[src/rtl/tsas_map.svh]
// Purpose: constants of the touch sense accumulate and scan block
// Assumes: included by bare name from rtl files
// Notes: What this block does list follows
// What this block does
// - three-bit sample count field selects 1, 4, 8, 16, 32 or 64 summed samples
// - after the last sample the sum is divided by the count into result registers
// - accumulation off: done interrupt after every conversion; selector kept without scan
// - accumulation on: done interrupt only after all programmed conversions are averaged
// - no accumulation: greater-than interrupt when result strictly exceeds threshold
// - accumulation on: greater-than uses averaged result, fired after the full set
// - auto-scan: result above threshold raises greater-than and halts the scan
// - auto-scan: above threshold keeps the selector on the current channel
// - auto-scan: not above threshold advances the selector by one
// - auto-scan: after passing the scan end channel the selector wraps to start
// - selector codes 0-7 pick port 0 pins, 8-13 port 1 pins 0-5, 14-15 reserved
// - selector code 12 is usable only on the larger 24-pin package
// - selector register resets to zero, choosing port 0 pin 0
`ifndef TSAS_MAP_SVH
`define TSAS_MAP_SVH
`define TSAS_CHSEL_ADDR 8'hab
`define TSAS_CHSEL_RESET 8'h00
`define TSAS_CH_LSB 0
`define TSAS_CH_MSB 3
`define TSAS_CH_COUNT 4'he
`define TSAS_CH_PKG24 4'hc
`define TSAS_DATA_W 16
`define TSAS_ACC_W 22
`define TSAS_CNT_W 7
`define TSAS_CNT_MAX 7'h40
`endif

[src/rtl/tsas_pkg.sv]
// Purpose: shared types of the touch sense accumulate and scan block
// Assumes: nothing
// Notes: constants live in tsas_map.svh
package tsas_pkg;
  typedef enum logic [1:0] {
    TSAS_IDLE = 2'b00,
    TSAS_REQ = 2'b01,
    TSAS_WAIT = 2'b10,
    TSAS_DONE = 2'b11
  } tsas_state_t;
  // sample count selector codes
  typedef enum logic [2:0] {
    TSAS_ACU_1 = 3'h0,
    TSAS_ACU_4 = 3'h1,
    TSAS_ACU_8 = 3'h2,
    TSAS_ACU_16 = 3'h3,
    TSAS_ACU_32 = 3'h4,
    TSAS_ACU_64 = 3'h5
  } tsas_acu_t;
  typedef logic [3:0] tsas_chan_t;
endpackage : tsas_pkg

[src/rtl/tsas_avg.sv]
// Purpose: sample target and average of an accumulated sum
// Assumes: counts are powers of two, so the divide is a shift
// Notes: codes 6 and 7 act as 64 samples
`timescale 1ns/1ps
`default_nettype none
`include "tsas_map.svh"
module tsas_avg #(
  parameter int ACC_W = `TSAS_ACC_W,
  parameter int DATA_W = `TSAS_DATA_W
) (
  input wire logic [2:0] acu,
  input wire logic [ACC_W-1:0] sum,
  output logic [`TSAS_CNT_W-1:0] target,
  output logic [DATA_W-1:0] quotient
);
  logic [2:0] shift;
  logic [ACC_W-1:0] shifted;
  // code to shift amount: 1,4,8,16,32,64 samples
  always_comb begin
    unique case (acu)
      3'h0: shift = 3'h0;
      3'h1: shift = 3'h2;
      3'h2: shift = 3'h3;
      3'h3: shift = 3'h4;
      3'h4: shift = 3'h5;
      default: shift = 3'h6;
    endcase
    target = `TSAS_CNT_W'(`TSAS_CNT_W'(1) << shift);
    shifted = sum >> shift;
    quotient = shifted[DATA_W-1:0];
  end
endmodule : tsas_avg
`default_nettype wire

[src/rtl/tsas_top.sv]
// Purpose: sequencing, accumulation, threshold compare and auto-scan of touch sensing
// Assumes: front end runs on clk; conv_done is a one-cycle pulse with conv_data valid
// Notes: only the channel selector sits on the special function register port
`timescale 1ns/1ps
`default_nettype none
`include "tsas_map.svh"
module tsas_top #(
  parameter bit PKG_24PIN = 1'b1,
  parameter int DATA_W = `TSAS_DATA_W,
  parameter int ACC_W = `TSAS_ACC_W
) (
  input wire logic clk,
  input wire logic srst,
  input wire logic [7:0] sfr_addr,
  input wire logic sfr_we,
  input wire logic [7:0] sfr_wdata,
  output logic [7:0] sfr_rdata,
  input wire logic start,
  input wire logic auto_scan_enable,
  input wire logic [2:0] sample_count_select,
  input wire logic [7:0] threshold_high,
  input wire logic [7:0] threshold_low,
  input wire tsas_pkg::tsas_chan_t scan_start_channel,
  input wire tsas_pkg::tsas_chan_t scan_end_channel,
  output logic conv_req,
  output tsas_pkg::tsas_chan_t channel_selector,
  input wire logic conv_done,
  input wire logic [DATA_W-1:0] conv_data,
  output logic [7:0] result_high,
  output logic [7:0] result_low,
  output logic conversion_done_irq,
  output logic greater_than_irq,
  output logic channel_invalid,
  output logic busy
);
  import tsas_pkg::*;

  tsas_state_t state;
  tsas_state_t next_state;
  logic [ACC_W-1:0] acc;
  logic [ACC_W-1:0] next_acc;
  logic [`TSAS_CNT_W-1:0] cnt;
  logic [`TSAS_CNT_W-1:0] next_cnt;
  logic [`TSAS_CNT_W-1:0] target;
  logic [DATA_W-1:0] avg;
  tsas_chan_t next_channel;
  tsas_chan_t scan_next;
  logic [7:0] next_result_high;
  logic [7:0] next_result_low;
  logic next_done_irq;
  logic next_gt_irq;
  logic next_conv_req;
  logic sel_wr;
  logic cur_valid;
  logic scan_valid;
  logic above;

  // divide-by-count and sample target
  tsas_avg #(
    .ACC_W(ACC_W),
    .DATA_W(DATA_W)
  ) u_avg (
    .acu(sample_count_select),
    .sum(acc),
    .target(target),
    .quotient(avg)
  );

  // channel code legality and scan successor
  always_comb begin
    cur_valid = (channel_selector < `TSAS_CH_COUNT) &&
      (PKG_24PIN || channel_selector != `TSAS_CH_PKG24);
    if (channel_selector == scan_end_channel) begin
      scan_next = scan_start_channel;
    end else begin
      scan_next = channel_selector + 4'h1;
    end
    scan_valid = (scan_next < `TSAS_CH_COUNT) &&
      (PKG_24PIN || scan_next != `TSAS_CH_PKG24);
    above = avg > {threshold_high, threshold_low};
    sel_wr = sfr_we && sfr_addr == `TSAS_CHSEL_ADDR;
  end

  // sequencer next state
  always_comb begin
    next_state = state;
    next_conv_req = 1'b0;
    unique case (state)
      TSAS_IDLE: begin
        if (start && cur_valid && !sel_wr) begin
          next_state = TSAS_REQ;
          next_conv_req = 1'b1;
        end
      end
      TSAS_REQ: begin
        next_state = TSAS_WAIT;
      end
      TSAS_WAIT: begin
        if (conv_done) begin
          if (cnt + 7'h1 >= target) begin
            next_state = TSAS_DONE;
          end else begin
            next_state = TSAS_REQ;
            next_conv_req = 1'b1;
          end
        end
      end
      TSAS_DONE: begin
        next_state = TSAS_IDLE;
        if (auto_scan_enable && !above && scan_valid && !sel_wr) begin
          next_state = TSAS_REQ;
          next_conv_req = 1'b1;
        end
      end
    endcase
  end

  always_ff @(posedge clk) begin
    if (srst) begin
      state <= TSAS_IDLE;
      conv_req <= 1'b0;
    end else begin
      state <= next_state;
      conv_req <= next_conv_req;
    end
  end

  // accumulator and sample counter
  always_comb begin
    next_acc = acc;
    next_cnt = cnt;
    if (state == TSAS_WAIT && conv_done) begin
      next_acc = acc + ACC_W'(conv_data);
      next_cnt = cnt + 7'h1;
    end else if (state == TSAS_DONE || state == TSAS_IDLE) begin
      next_acc = '0;
      next_cnt = '0;
    end
  end

  always_ff @(posedge clk) begin
    if (srst) begin
      acc <= '0;
      cnt <= '0;
    end else begin
      acc <= next_acc;
      cnt <= next_cnt;
    end
  end

  // results and interrupt pulses
  always_comb begin
    next_result_high = result_high;
    next_result_low = result_low;
    next_done_irq = 1'b0;
    next_gt_irq = 1'b0;
    if (state == TSAS_DONE) begin
      next_result_high = avg[15:8];
      next_result_low = avg[7:0];
      next_done_irq = 1'b1;
      next_gt_irq = above;
    end
  end

  always_ff @(posedge clk) begin
    if (srst) begin
      result_high <= 8'h00;
      result_low <= 8'h00;
      conversion_done_irq <= 1'b0;
      greater_than_irq <= 1'b0;
    end else begin
      result_high <= next_result_high;
      result_low <= next_result_low;
      conversion_done_irq <= next_done_irq;
      greater_than_irq <= next_gt_irq;
    end
  end

  // channel selector: software write wins, scan advances only when not above threshold
  always_comb begin
    next_channel = channel_selector;
    if (sel_wr) begin
      next_channel = sfr_wdata[`TSAS_CH_MSB:`TSAS_CH_LSB];
    end else if (state == TSAS_DONE && auto_scan_enable && !above) begin
      next_channel = scan_next;
    end
  end

  always_ff @(posedge clk) begin
    if (srst) begin
      channel_selector <= 4'(`TSAS_CHSEL_RESET);
    end else begin
      channel_selector <= next_channel;
    end
  end

  // status and register read data
  always_ff @(posedge clk) begin
    if (srst) begin
      sfr_rdata <= `TSAS_CHSEL_RESET;
      channel_invalid <= 1'b0;
      busy <= 1'b0;
    end else begin
      sfr_rdata <= {4'h0, next_channel};
      channel_invalid <= !((next_channel < `TSAS_CH_COUNT) &&
        (PKG_24PIN || next_channel != `TSAS_CH_PKG24));
      busy <= next_state != TSAS_IDLE;
    end
  end

  logic [`TSAS_CNT_W-1:0] req_seen;
  always_ff @(posedge clk) begin
    if (srst || state == TSAS_IDLE || state == TSAS_DONE) begin
      req_seen <= '0;
    end else if (conv_req) begin
      req_seen <= req_seen + 7'h1;
    end
  end
endmodule : tsas_top
`default_nettype wire

[config.mk]
export PLATFORM = sky130hd
export DESIGN_NAME = tsas_top
export DESIGN_NICKNAME = d
export VERILOG_FILES = /design/src/rtl/tsas_pkg.sv /design/src/rtl/tsas_avg.sv /design/src/rtl/tsas_top.sv
export VERILOG_INCLUDE_DIRS = /design/src /design/src/rtl
export SDC_FILE = /design/constraint.sdc
export NUM_CORES = 1
export LEC_CHECK = 0
export BUFFER_PORTS_ARGS = -buffer_cell sky130_fd_sc_hd__buf_2
export CORE_AREA = 4 4 96 98
export CTS_CLUSTER_SIZE = 14
export DETAILED_ROUTE_END_ITERATION = 10
export DIE_AREA = 0 0 100 102
export PLACE_DENSITY = 0.8
export RECOVER_POWER = 50
export SYNTH_ARGS = -nofsm -noshare
export SYNTH_HDL_FRONTEND = slang
export SYNTH_SLANG_ARGS = --single-unit
[constraint.sdc]
create_clock -name clk -period 4.57 [get_ports clk]
set_input_delay 0.457 -clock clk [delete_from_list [all_inputs] [get_ports clk]]
set_output_delay 0.457 -clock clk [all_outputs]
set_load 0.02 [all_outputs]
==> run metrics, run 1 <==
ant diodes=0; HP Class=in2reg; Detail Route Antenna Nets=0; synthesized area=4610 sq um; Yosys reg bits=56; initial antenna violation count=1; RePlAce Congestion=0.915; post-CTS setup repair buffer count=0; average cell area after synthesis=just over 8 sq um; most frequent cells in the layout=63 x nand2_1, 60 x buf_2, 59 x nor2_1; commonest non-fill, non-tap cell in the layout=nand2_1; P_int=around 840 uW; Bufs on Longest Clock Path=2; Clock power frac=0.255; final setup TNS=0 ns; clock latency on the worst-skew pair=0.31 ns; endpoints failing hold=0; Critical Path Fanout Max=15; Die Area=between 10000 and 15000 sq um; # nets final=around 740; clock skew=~0.0043 ns; DRT iter0 DRCs=between 200 and 250; clock sinks=between 50 and 60; vias=4333; WHS=around 0.42 ns; CTS tree=built; dominant cells by area after synthesis=dfxtp_1 24%, ha_1 12%, mux4_2 5.4%; Post-synth EDFFs=0; Startpoint Class=input pin; Initial Util=0.545; H-tree Lvls=2; largest net degree at the start of global routing=60; CTS resizes=0; pwr/cell area=252 nW/um^2; cts bufs inserted=5; Post-Syn Instances=~560; cts hold-fix bufs=0; vias per cell=slightly below 6; sequential power share=0.423; switching portion of total power=0.354; Max-Cap Viols=0; wire length per cell=about 15 microns; I/O pins=98; Slew @ Worst Pin=roughly 1.2 ns; critical path class=in2reg; Switch Pwr=459 uW; Required @ worst endpoint=between 4 and 5 ns; CP Capture Type=flop; static leakage=roughly 2.2 nW; # setup viols final=0; placed instance area=between 5000 and 6000 sq um; max-slew violation count=0; DRC violations left=0; Row Count=34; vias in the first global route=between 4000 and 5000; cell area after layout=about 5100 sq um; Root Buffer=clkbuf_8; Post-synth top flop=dfxtp_1; register area share after synthesis=0.243; final worst-path cycle share=0.815; Die W=about 100 microns; Layout area overhead=11.3%; die span in y=a little over 100 microns; I/O Buffers=between 80 and 90; leading area contributor after synthesis=dfxtp_1; share of layout cells above drive strength 1=0.174; hpwl dp=8650 microns; Post-synth ARST share=0; status=complete, no violations; Min Clock Period, post-route=~3.7 ns; core box area=about 8500 sq um; RSZ-0062 raised after global routing=false; Syn. warnings=0; crit path DAT=between 3 and 4 ns; drt pass-1 iters=5; Power, Total=around 1.3 mW; total length of routed wires=~11000 microns; Distinct cells, synth=74; first-pass GRT wire length=~18000 microns; FMAX=~0.27 GHz; Synth top area share=0.243; Comb power frac=0.322; overall routing resource usage=0.216; Reg clk slew, reported paths=0.10 ns; GRT overflow=0; relative slew slack=0.208; VDD IR max=157 uV
final cells by class:
type                            count  area, sq um
Timing Repair Buffer               94          443
Clock inverter                      2         35.0
Inverter                           28          105
Sequential cell                    56         1120
Clock buffer                        6         72.6
Tap cell                          108          135
Multi-Input combinational cell    448         3220
Fill cell                         763         3330
per-stage QoR:
step | utilization | instances | setup WS [ns]
after floorplan | - | 565 | 0.953
after global placement | 0.598 | 734 | 0.585
after detailed placement | 0.598 | 734 | 0.519
after CTS | 0.611 | 742 | 0.835
after global routing | 0.606 | 742 | 0.606
final | 0.606 | 742 | 0.844
registers in the layout, indices dropped and copies added, names as in the netlist:
signal / cells
acc: 22
result_high: 8
result_low: 8
cnt: 7
sfr_rdata: 4
state: 2
busy: 1
channel_invalid: 1
conv_req: 1
conversion_done_irq: 1
greater_than_irq: 1
worst max-delay path, cell delays in order:
cell	delay [ns]
buf_2	0.28
xnor2_2	0.12
nor2_4	0.11
buf_4	0.26
mux4_2	0.54
mux2_2	0.30
ha_1	0.32
nand4_1	0.15
nor4_1	0.41
and2b_1	0.25
a31o_2	0.18
o21ai_1	0.09
a311oi_2	0.28
nor3b_2	0.21
cell families (layout without fill, tap and decap cells):
family                   after synthesis  in the layout  synth area share
buffers and inverters                 61            130            0.0610
multiplexers                          33             33             0.103
adder cells (fa/ha/maj)               46             46             0.126
AO/OA/AOI/OAI                        124            124             0.192
XOR/XNOR                              21             21            0.0415
other                                  1              4          0.000813
AND/OR/NAND/NOR                      220            220             0.232
flip-flops                            56             56             0.243
final timing paths:
check / start / endpoint / slack [ns] / cells after the start
max: sample_count_select[2] / channel_invalid$_SDFF_PP0_ / 0.84 / 14
min: scan_start_channel[0] / sfr_rdata[0]$_SDFFE_PP0P_ / 0.42 / 3
max reg2reg: acc[16]$_SDFFE_PP0P_ / channel_invalid$_SDFF_PP0_ / 1.09 / 11
min reg2reg: cnt[6]$_SDFFE_PP0P_ / cnt[6]$_SDFFE_PP0P_ / 0.49 / 2
synth_stat cells, types with 2 or more instances:
library cell and count:
xor2_1 8, nand2b_1 5, nor3_1 14, nand3_1 33, nor2_1 59, nand2_1 63
and2_1 4, o21ai_1 5, inv_1 28, mux2_2 7, buf_1 3, or3_1 5
a21o_1 3, or2_2 3, buf_6 2, nor4_1 3, a211oi_1 4, o211ai_1 9
and3b_1 2, ha_1 45, buf_2 3, mux4_2 11, o22ai_1 3, nor2_4 3
o311ai_1 2, a21oi_1 35, a311oi_2 3, o2111ai_1 2, or4_1 2, buf_4 9
a31o_2 2, a311oi_1 9, nand4_1 7, mux2i_1 15, a31oi_1 4, o211a_1 2
clkbuf_1 16, o32ai_1 2, xnor2_1 12, o21a_1 4, nor2b_1 4, o21ai_0 15
dfxtp_1 56, and3_1 6
power by group through the flow:
stage	clock (mW)	sequential [mW]	combinational (mW)
after floorplan	0	0.570	0.298
final	0.330	0.548	0.417
after global placement	0	0.556	0.407
after detailed placement	0	0.558	0.422
after global routing	0.358	0.552	0.463
after CTS	0.338	0.547	0.422
per-layer routing:
layer | GRT usage | vias up | share of wire
li1 | - | 2181 | -
met1 | 0.281 | 1999 | 0.44
met2 | 0.377 | 144 | 0.46
met3 | 0.0410 | 7 | 0.085
met4 | 0.0425 | 2 | 0.0072
met5 | 0 | - | 0.00063
(Power assumes the default switching activity.)
==> run 2: changes to the inputs <==
==> constraint.sdc (replaced) <==
create_clock -name clk -period 3.8 [get_ports clk]
set_input_delay 0.38 -clock clk [delete_from_list [all_inputs] [get_ports clk]]
set_output_delay 0.38 -clock clk [all_outputs]
set_load 0.02 [all_outputs]
==> run metrics, run 2 (synthesized netlist as in run 1, its figures left out) <==
relative slew slack=0.211; total length of routed wires=11500 microns; Power, Total=between 1.5 and 2 mW; critical path class=in2reg; overall routing resource usage=0.223; first-pass GRT wire length=around 19000 microns; Critical Path Fanout Max=5; vias in the first global route=just over 4000; Multi-input gate area=~3200 sq um; most frequent cells in the layout=63 x nand2_1, 60 x buf_2, 59 x nor2_1; RePlAce Congestion=0.890; wire length per cell=around 15 microns; vias=between 4000 and 5000; clock latency on the worst-skew pair=~0.31 ns; WHS=0.357 ns; vias per cell=around 5.9; max reg flops=22; die span in y=102 microns; clock sinks=56; share of layout cells above drive strength 1=0.181; Slowest cell on crit path=mux4_2; drt pass-1 iters=5; CTS resizes=0; final worst-path cycle share=0.929; max incr delay on CP=~0.53 ns; initial antenna violation count=2; delay-heaviest family, CP=simple AND/OR/NAND/NOR gates; dpl cells=740; endpoints failing hold=0; Root Buffer=clkbuf_8; Row Count=34; Die Area=10200 sq um; clock skew=0.00979 ns; post-CTS setup repair buffer count=0; crit-path cells=buf_2 -> xnor2_2 -> nor2_4 -> mux4_2 -> a222oi_1 -> inv_1 -> ha_1 -> nand4_2 -> nor4_1 -> and2b_1 -> a31oi_4 -> and3_1 -> a221oi_1 -> nor3b_2; most flop-heavy register=acc; FF/Latch Area=roughly 1100 sq um; biggest registers after layout=acc (22), result_high (8), result_low (8); core box area=approximately 8500 sq um; Buf+Inv Stages, Crit Path=2; largest net degree at the start of global routing=59; crit path DAT=~3.7 ns; # setup viols final=0; Reg clk slew, reported paths=~0.10 ns; cts hold-fix bufs=0; FMAX=approximately 0.28 GHz; I/O pins=98; I/O Buffers=between 80 and 90; max-slew violation count=0; Max-Cap Viols=0; DRC violations left=0; Slew @ Worst Pin=about 1.2 ns; final core occ=0.613; Min Clock Period, post-route=between 3 and 4 ns; GRT overflow=0; Initial Util=0.545; status=complete, no violations; Bufs on Longest Clock Path=2; placed instance area=approximately 5100 sq um; HP Class=in2reg; Layout area overhead=12.6%; Die W=100 microns; CTS tree=built; # nets final=between 700 and 800; Detail Route Antenna Nets=0; cts bufs inserted=5; RSZ-0062 raised after global routing=false; fin cells=about 750; hpwl dp=between 9000 and 10000 microns; CP Capture Type=flop; fill count=just under 800; static leakage=2.20 nW; Required @ worst endpoint=~4 ns; cell area after layout=roughly 5200 sq um; VDD IR max=~170 uV; pwr/cell area=roughly 300 nW/um^2; commonest non-fill, non-tap cell in the layout=nand2_1; H-tree Lvls=2; DRT iter0 DRCs=~240; Startpoint Class=input pin
run 2: cell types whose count changed in the layout (fill, tap and decap cells not counted):
| cell | before | now |
|---|---|---|
| clkinvlp_4 | 0 | 1 |
| clkinv_2 | 1 | 0 |
| clkbuf_8 | 5 | 6 |
| buf_4 | 4 | 8 |
| diode_2 | 0 | 1 |
| bufinv_16 | 1 | 0 |
| buf_12 | 0 | 2 |
run 2: path summary, 6_finish.rpt:
kind	slack (ns)	start	cells past startpoint	endpoint
worst max-delay path	0.27	sample_count_select[1]	14	channel_invalid$_SDFF_PP0_
worst min-delay path	0.36	scan_start_channel[0]	3	sfr_rdata[0]$_SDFFE_PP0P_
worst max register to register	0.31	acc[16]$_SDFFE_PP0P_	11	channel_invalid$_SDFF_PP0_
worst min register to register	0.48	result_high[3]$_SDFFE_PP0P_	2	result_high[3]$_SDFFE_PP0P_
run 2: layout make-up:
class,instances,share of cell area
Clock inverter,1,0.00145
Clock buffer,7,0.0166
Tap cell,108,0.0260
Sequential cell,56,0.216
Timing Repair Buffer,100,0.0988
Multi-Input combinational cell,448,0.620
Inverter,28,0.0202
Antenna cell,1,0.000482
run 2: where the power goes:
part	internal (mW)	total (mW)	switching, mW
Combinational	0.199	0.523	0.324
Sequential	0.622	0.659	0.0367
Clock	0.149	0.351	0.202
Total	0.971	1.53	0.563
run 2: tightest hold or removal path, cell delays in order:
cell      delay, ns
buf_2          0.10
nand3_1        0.06
a311oi_1       0.09
run 2: routing by layer:
metal / up-vias / track usage / wire length, microns
li1: 2194 / - / -
met1: 2072 / 0.284 / 5030
met2: 148 / 0.395 / 5380
met3: 18 / 0.0430 / 911
met4: 0 / 0.0497 / 133
met5: - / 0 / 0
run 2: stage by stage:
stage	setup slack [ns]	setup TNS (ns)
6_report	0.272	0
5_1_grt	0.0378	0
4_1_cts	0.264	0
3_5_place_dp	-0.0592	-0.0984
3_3_place_gp	0.0843	0
2_1_floorplan	0.260	0
==> run 3: changes to the inputs <==
--- a/config.mk
+++ b/config.mk
@@ -7,12 +7,13 @@
 export NUM_CORES = 1
 export LEC_CHECK = 0
 export BUFFER_PORTS_ARGS = -buffer_cell sky130_fd_sc_hd__buf_2
-export CORE_AREA = 4 4 96 98
+export CORE_AREA = 4 4 100 102
 export CTS_CLUSTER_SIZE = 14
 export DETAILED_ROUTE_END_ITERATION = 10
-export DIE_AREA = 0 0 100 102
+export DIE_AREA = 0 0 104 106
 export PLACE_DENSITY = 0.8
 export RECOVER_POWER = 50
 export SYNTH_ARGS = -nofsm -noshare
 export SYNTH_HDL_FRONTEND = slang
+export SYNTH_HIERARCHICAL = 1
 export SYNTH_SLANG_ARGS = --single-unit
==> run metrics, run 3 <==
# nets final=between 800 and 900; core box area=between 9000 and 10000 sq um; VDD IR max=162 uV; CTS tree=built; die span in y=approximately 110 microns; Initial Util=0.559; Setup WS post-layout=between 0.4 and 0.5 ns; Power, Total=around 1.5 mW; initial antenna violation count=0; most flop-heavy register=acc; critical path class=in2reg; Yosys reg bits=between 50 and 60; pwr/cell area=276 nW/um^2; FMAX=roughly 0.3 GHz; largest net degree at the start of global routing=36; most frequent cells in the layout=62 x nor2_1, 60 x buf_2, 56 x dfxtp_1; vias in the first global route=approximately 4800; Row Count=35; synthesized area=about 5000 sq um; CP Capture Type=flop; Layout area overhead=9.92%; clock skew=0.00458 ns; Bufs on Longest Clock Path=2; max incr delay on CP=about 0.56 ns; Min Clock Period, post-route=roughly 3.4 ns; final setup TNS=0 ns; share of layout cells above drive strength 1=0.160; HP Class=in2reg; # setup viols final=0; cts bufs inserted=5; worst r2r src=acc[15]$_SDFFE_PP0P_; max reg flops=22; dominant cells by area after synthesis=dfxtp_1 22%, ha_1 11%, mux2i_1 5.1%; first-pass GRT wire length=roughly 22000 microns; static leakage=approximately 2.4 nW; I/O Buffers=slightly below 90; count leader, synth=nor2_1; crit path DAT=~3.6 ns; Reg clk slew, reported paths=about 0.090 ns; DRC violations left=0; biggest registers after layout=acc (22), result_high (8), result_low (8); crit-path cells=buf_2 -> or2_1 -> buf_4 -> nand2_1 -> a31oi_1 -> ha_1 -> nor2b_1 -> o211ai_1 -> a21oi_2 -> or4_4 -> a221oi_2 -> o221a_2 -> nor3_1; I/O pins=~100; commonest non-fill, non-tap cell in the layout=nor2_1; Post-Syn Instances=around 630; final core occ=0.615; Slowest cell on crit path=or4_4; fill count=between 800 and 900; CTS resizes=0; Post-synth EDFFs=0; Post-synth top flop=dfxtp_1; Root Buffer=clkbuf_8; pre-CTS setup slack=0.133 ns; cts hold-fix bufs=0; Multi-input gate area=approximately 3600 sq um; post-CTS setup repair buffer count=0; clock sinks=56; register area share after synthesis=0.220; final worst-path cycle share=0.888; overall routing resource usage=0.233; relative slew slack=0.179; Critical Path Fanout Max=25; H-tree Lvls=2; Distinct cells, synth=86; FF/Latch Area=between 1000 and 1500 sq um; Startpoint Class=input pin; RePlAce Congestion=0.893; wire length per cell=16.1 microns; Post-synth ARST share=0; total length of routed wires=13100 microns; leading area contributor after synthesis=dfxtp_1; Slew @ Worst Pin=1.23 ns; drt pass-1 iters=5; endpoints failing hold=0; worst hold path depth=3; RR Endpoint=sfr_rdata[2]$_SDFF_PP0_; Max-Cap Viols=0; ant diodes=0; clock latency on the worst-skew pair=0.31 ns; RSZ-0062 raised after global routing=false; max-slew violation count=0; Die Area=11000 sq um; vias=4934; vias per cell=approximately 6; R2R depth=11; Synth top area share=0.220; Hold Startpoint=sfr_wdata[0]; synth cell count leaders=62 x nor2_1, 56 x dfxtp_1, 46 x ha_1; Worst Hold End=sfr_rdata[0]$_SDFFE_PP0P_; average cell area after synthesis=around 8 sq um; Die W=104 microns; Syn. warnings=6; reg2reg setup slack=0.44 ns; hpwl dp=just over 10000 microns; Required @ worst endpoint=between 3 and 4 ns; GRT overflow=0; status=complete, no violations; Detail Route Antenna Nets=0; DRT iter0 DRCs=268
run 3: changes by cell type in the layout (fill, tap and decap cells not counted), moves of 8 or more:
cell     change
inv_1       +11
mux2i_1     +11
mux4_2       -8
nand2_1     -18
nand3_1     -10
o21ai_0     +19
run 3: cell families after synthesis:
| group | synth area share |
|---|---|
| buffers and inverters | 0.0820 |
| multiplexers | 0.0776 |
| XOR/XNOR | 0.0344 |
| flip-flops | 0.220 |
| adder cells (fa/ha/maj) | 0.117 |
| other | 0.00147 |
| AO/OA/AOI/OAI | 0.242 |
| AND/OR/NAND/NOR | 0.225 |
run 3: layout make-up:
| cell class | instances | area share |
|---|---|---|
| Clock inverter | 1 | 0.00536 |
| Tap cell | 111 | 0.0248 |
| Sequential cell | 56 | 0.200 |
| Inverter | 40 | 0.0268 |
| Timing Repair Buffer | 102 | 0.0936 |
| Multi-Input combinational cell | 497 | 0.637 |
| Clock buffer | 5 | 0.0123 |
run 3: how the worst max path moves through the flow:
stage,startpoint,to,slack [ns]
2_1_floorplan,sample_count_select[1],channel_invalid$_SDFF_PP0_,0.64
3_3_place_gp,sample_count_select[1],sfr_rdata[2]$_SDFF_PP0_,0.23
3_5_place_dp,sample_count_select[1],sfr_rdata[2]$_SDFF_PP0_,0.13
4_1_cts,acc[15]$_SDFFE_PP0P_,sfr_rdata[2]$_SDFF_PP0_,0.46
5_1_grt,sample_count_select[1],sfr_rdata[2]$_SDFF_PP0_,0.26
6_report,sample_count_select[1],sfr_rdata[2]$_SDFF_PP0_,0.42
run 3: worst max-delay path: cells and delay by family:
kind,cells,cell delay (ns)
and+or+nand+nor,5,1.15
buffers and inverters,2,0.56
adders and majority gates,1,0.31
AOI/OAI and AO/OA,5,1.15
run 3: power breakdown:
group | leakage, nW | internal [mW] | switching (mW)
clock network | 0.0501 | 0.190 | 0.184
logic | 1.85 | 0.202 | 0.317
registers | 0.453 | 0.614 | 0.0362
run 3: through the flow:
step                cell area [sq um]  cells  hold WS (ns)
floorplan                        5110    635         0.460
finish                           5600    812         0.353
detailed placement               5550    806         0.474
global placement                 5550    806         0.471
global route                     5600    812         0.354
CTS                              5640    812         0.354
run 3: per-layer routing:
layer  track usage  wire length, microns  vias up
li1              -                     -     2427
met1         0.285                  5590     2304
met2         0.419                  6530      180
met3        0.0401                   725       23
met4        0.0674                   227        0
met5             0                     0        -
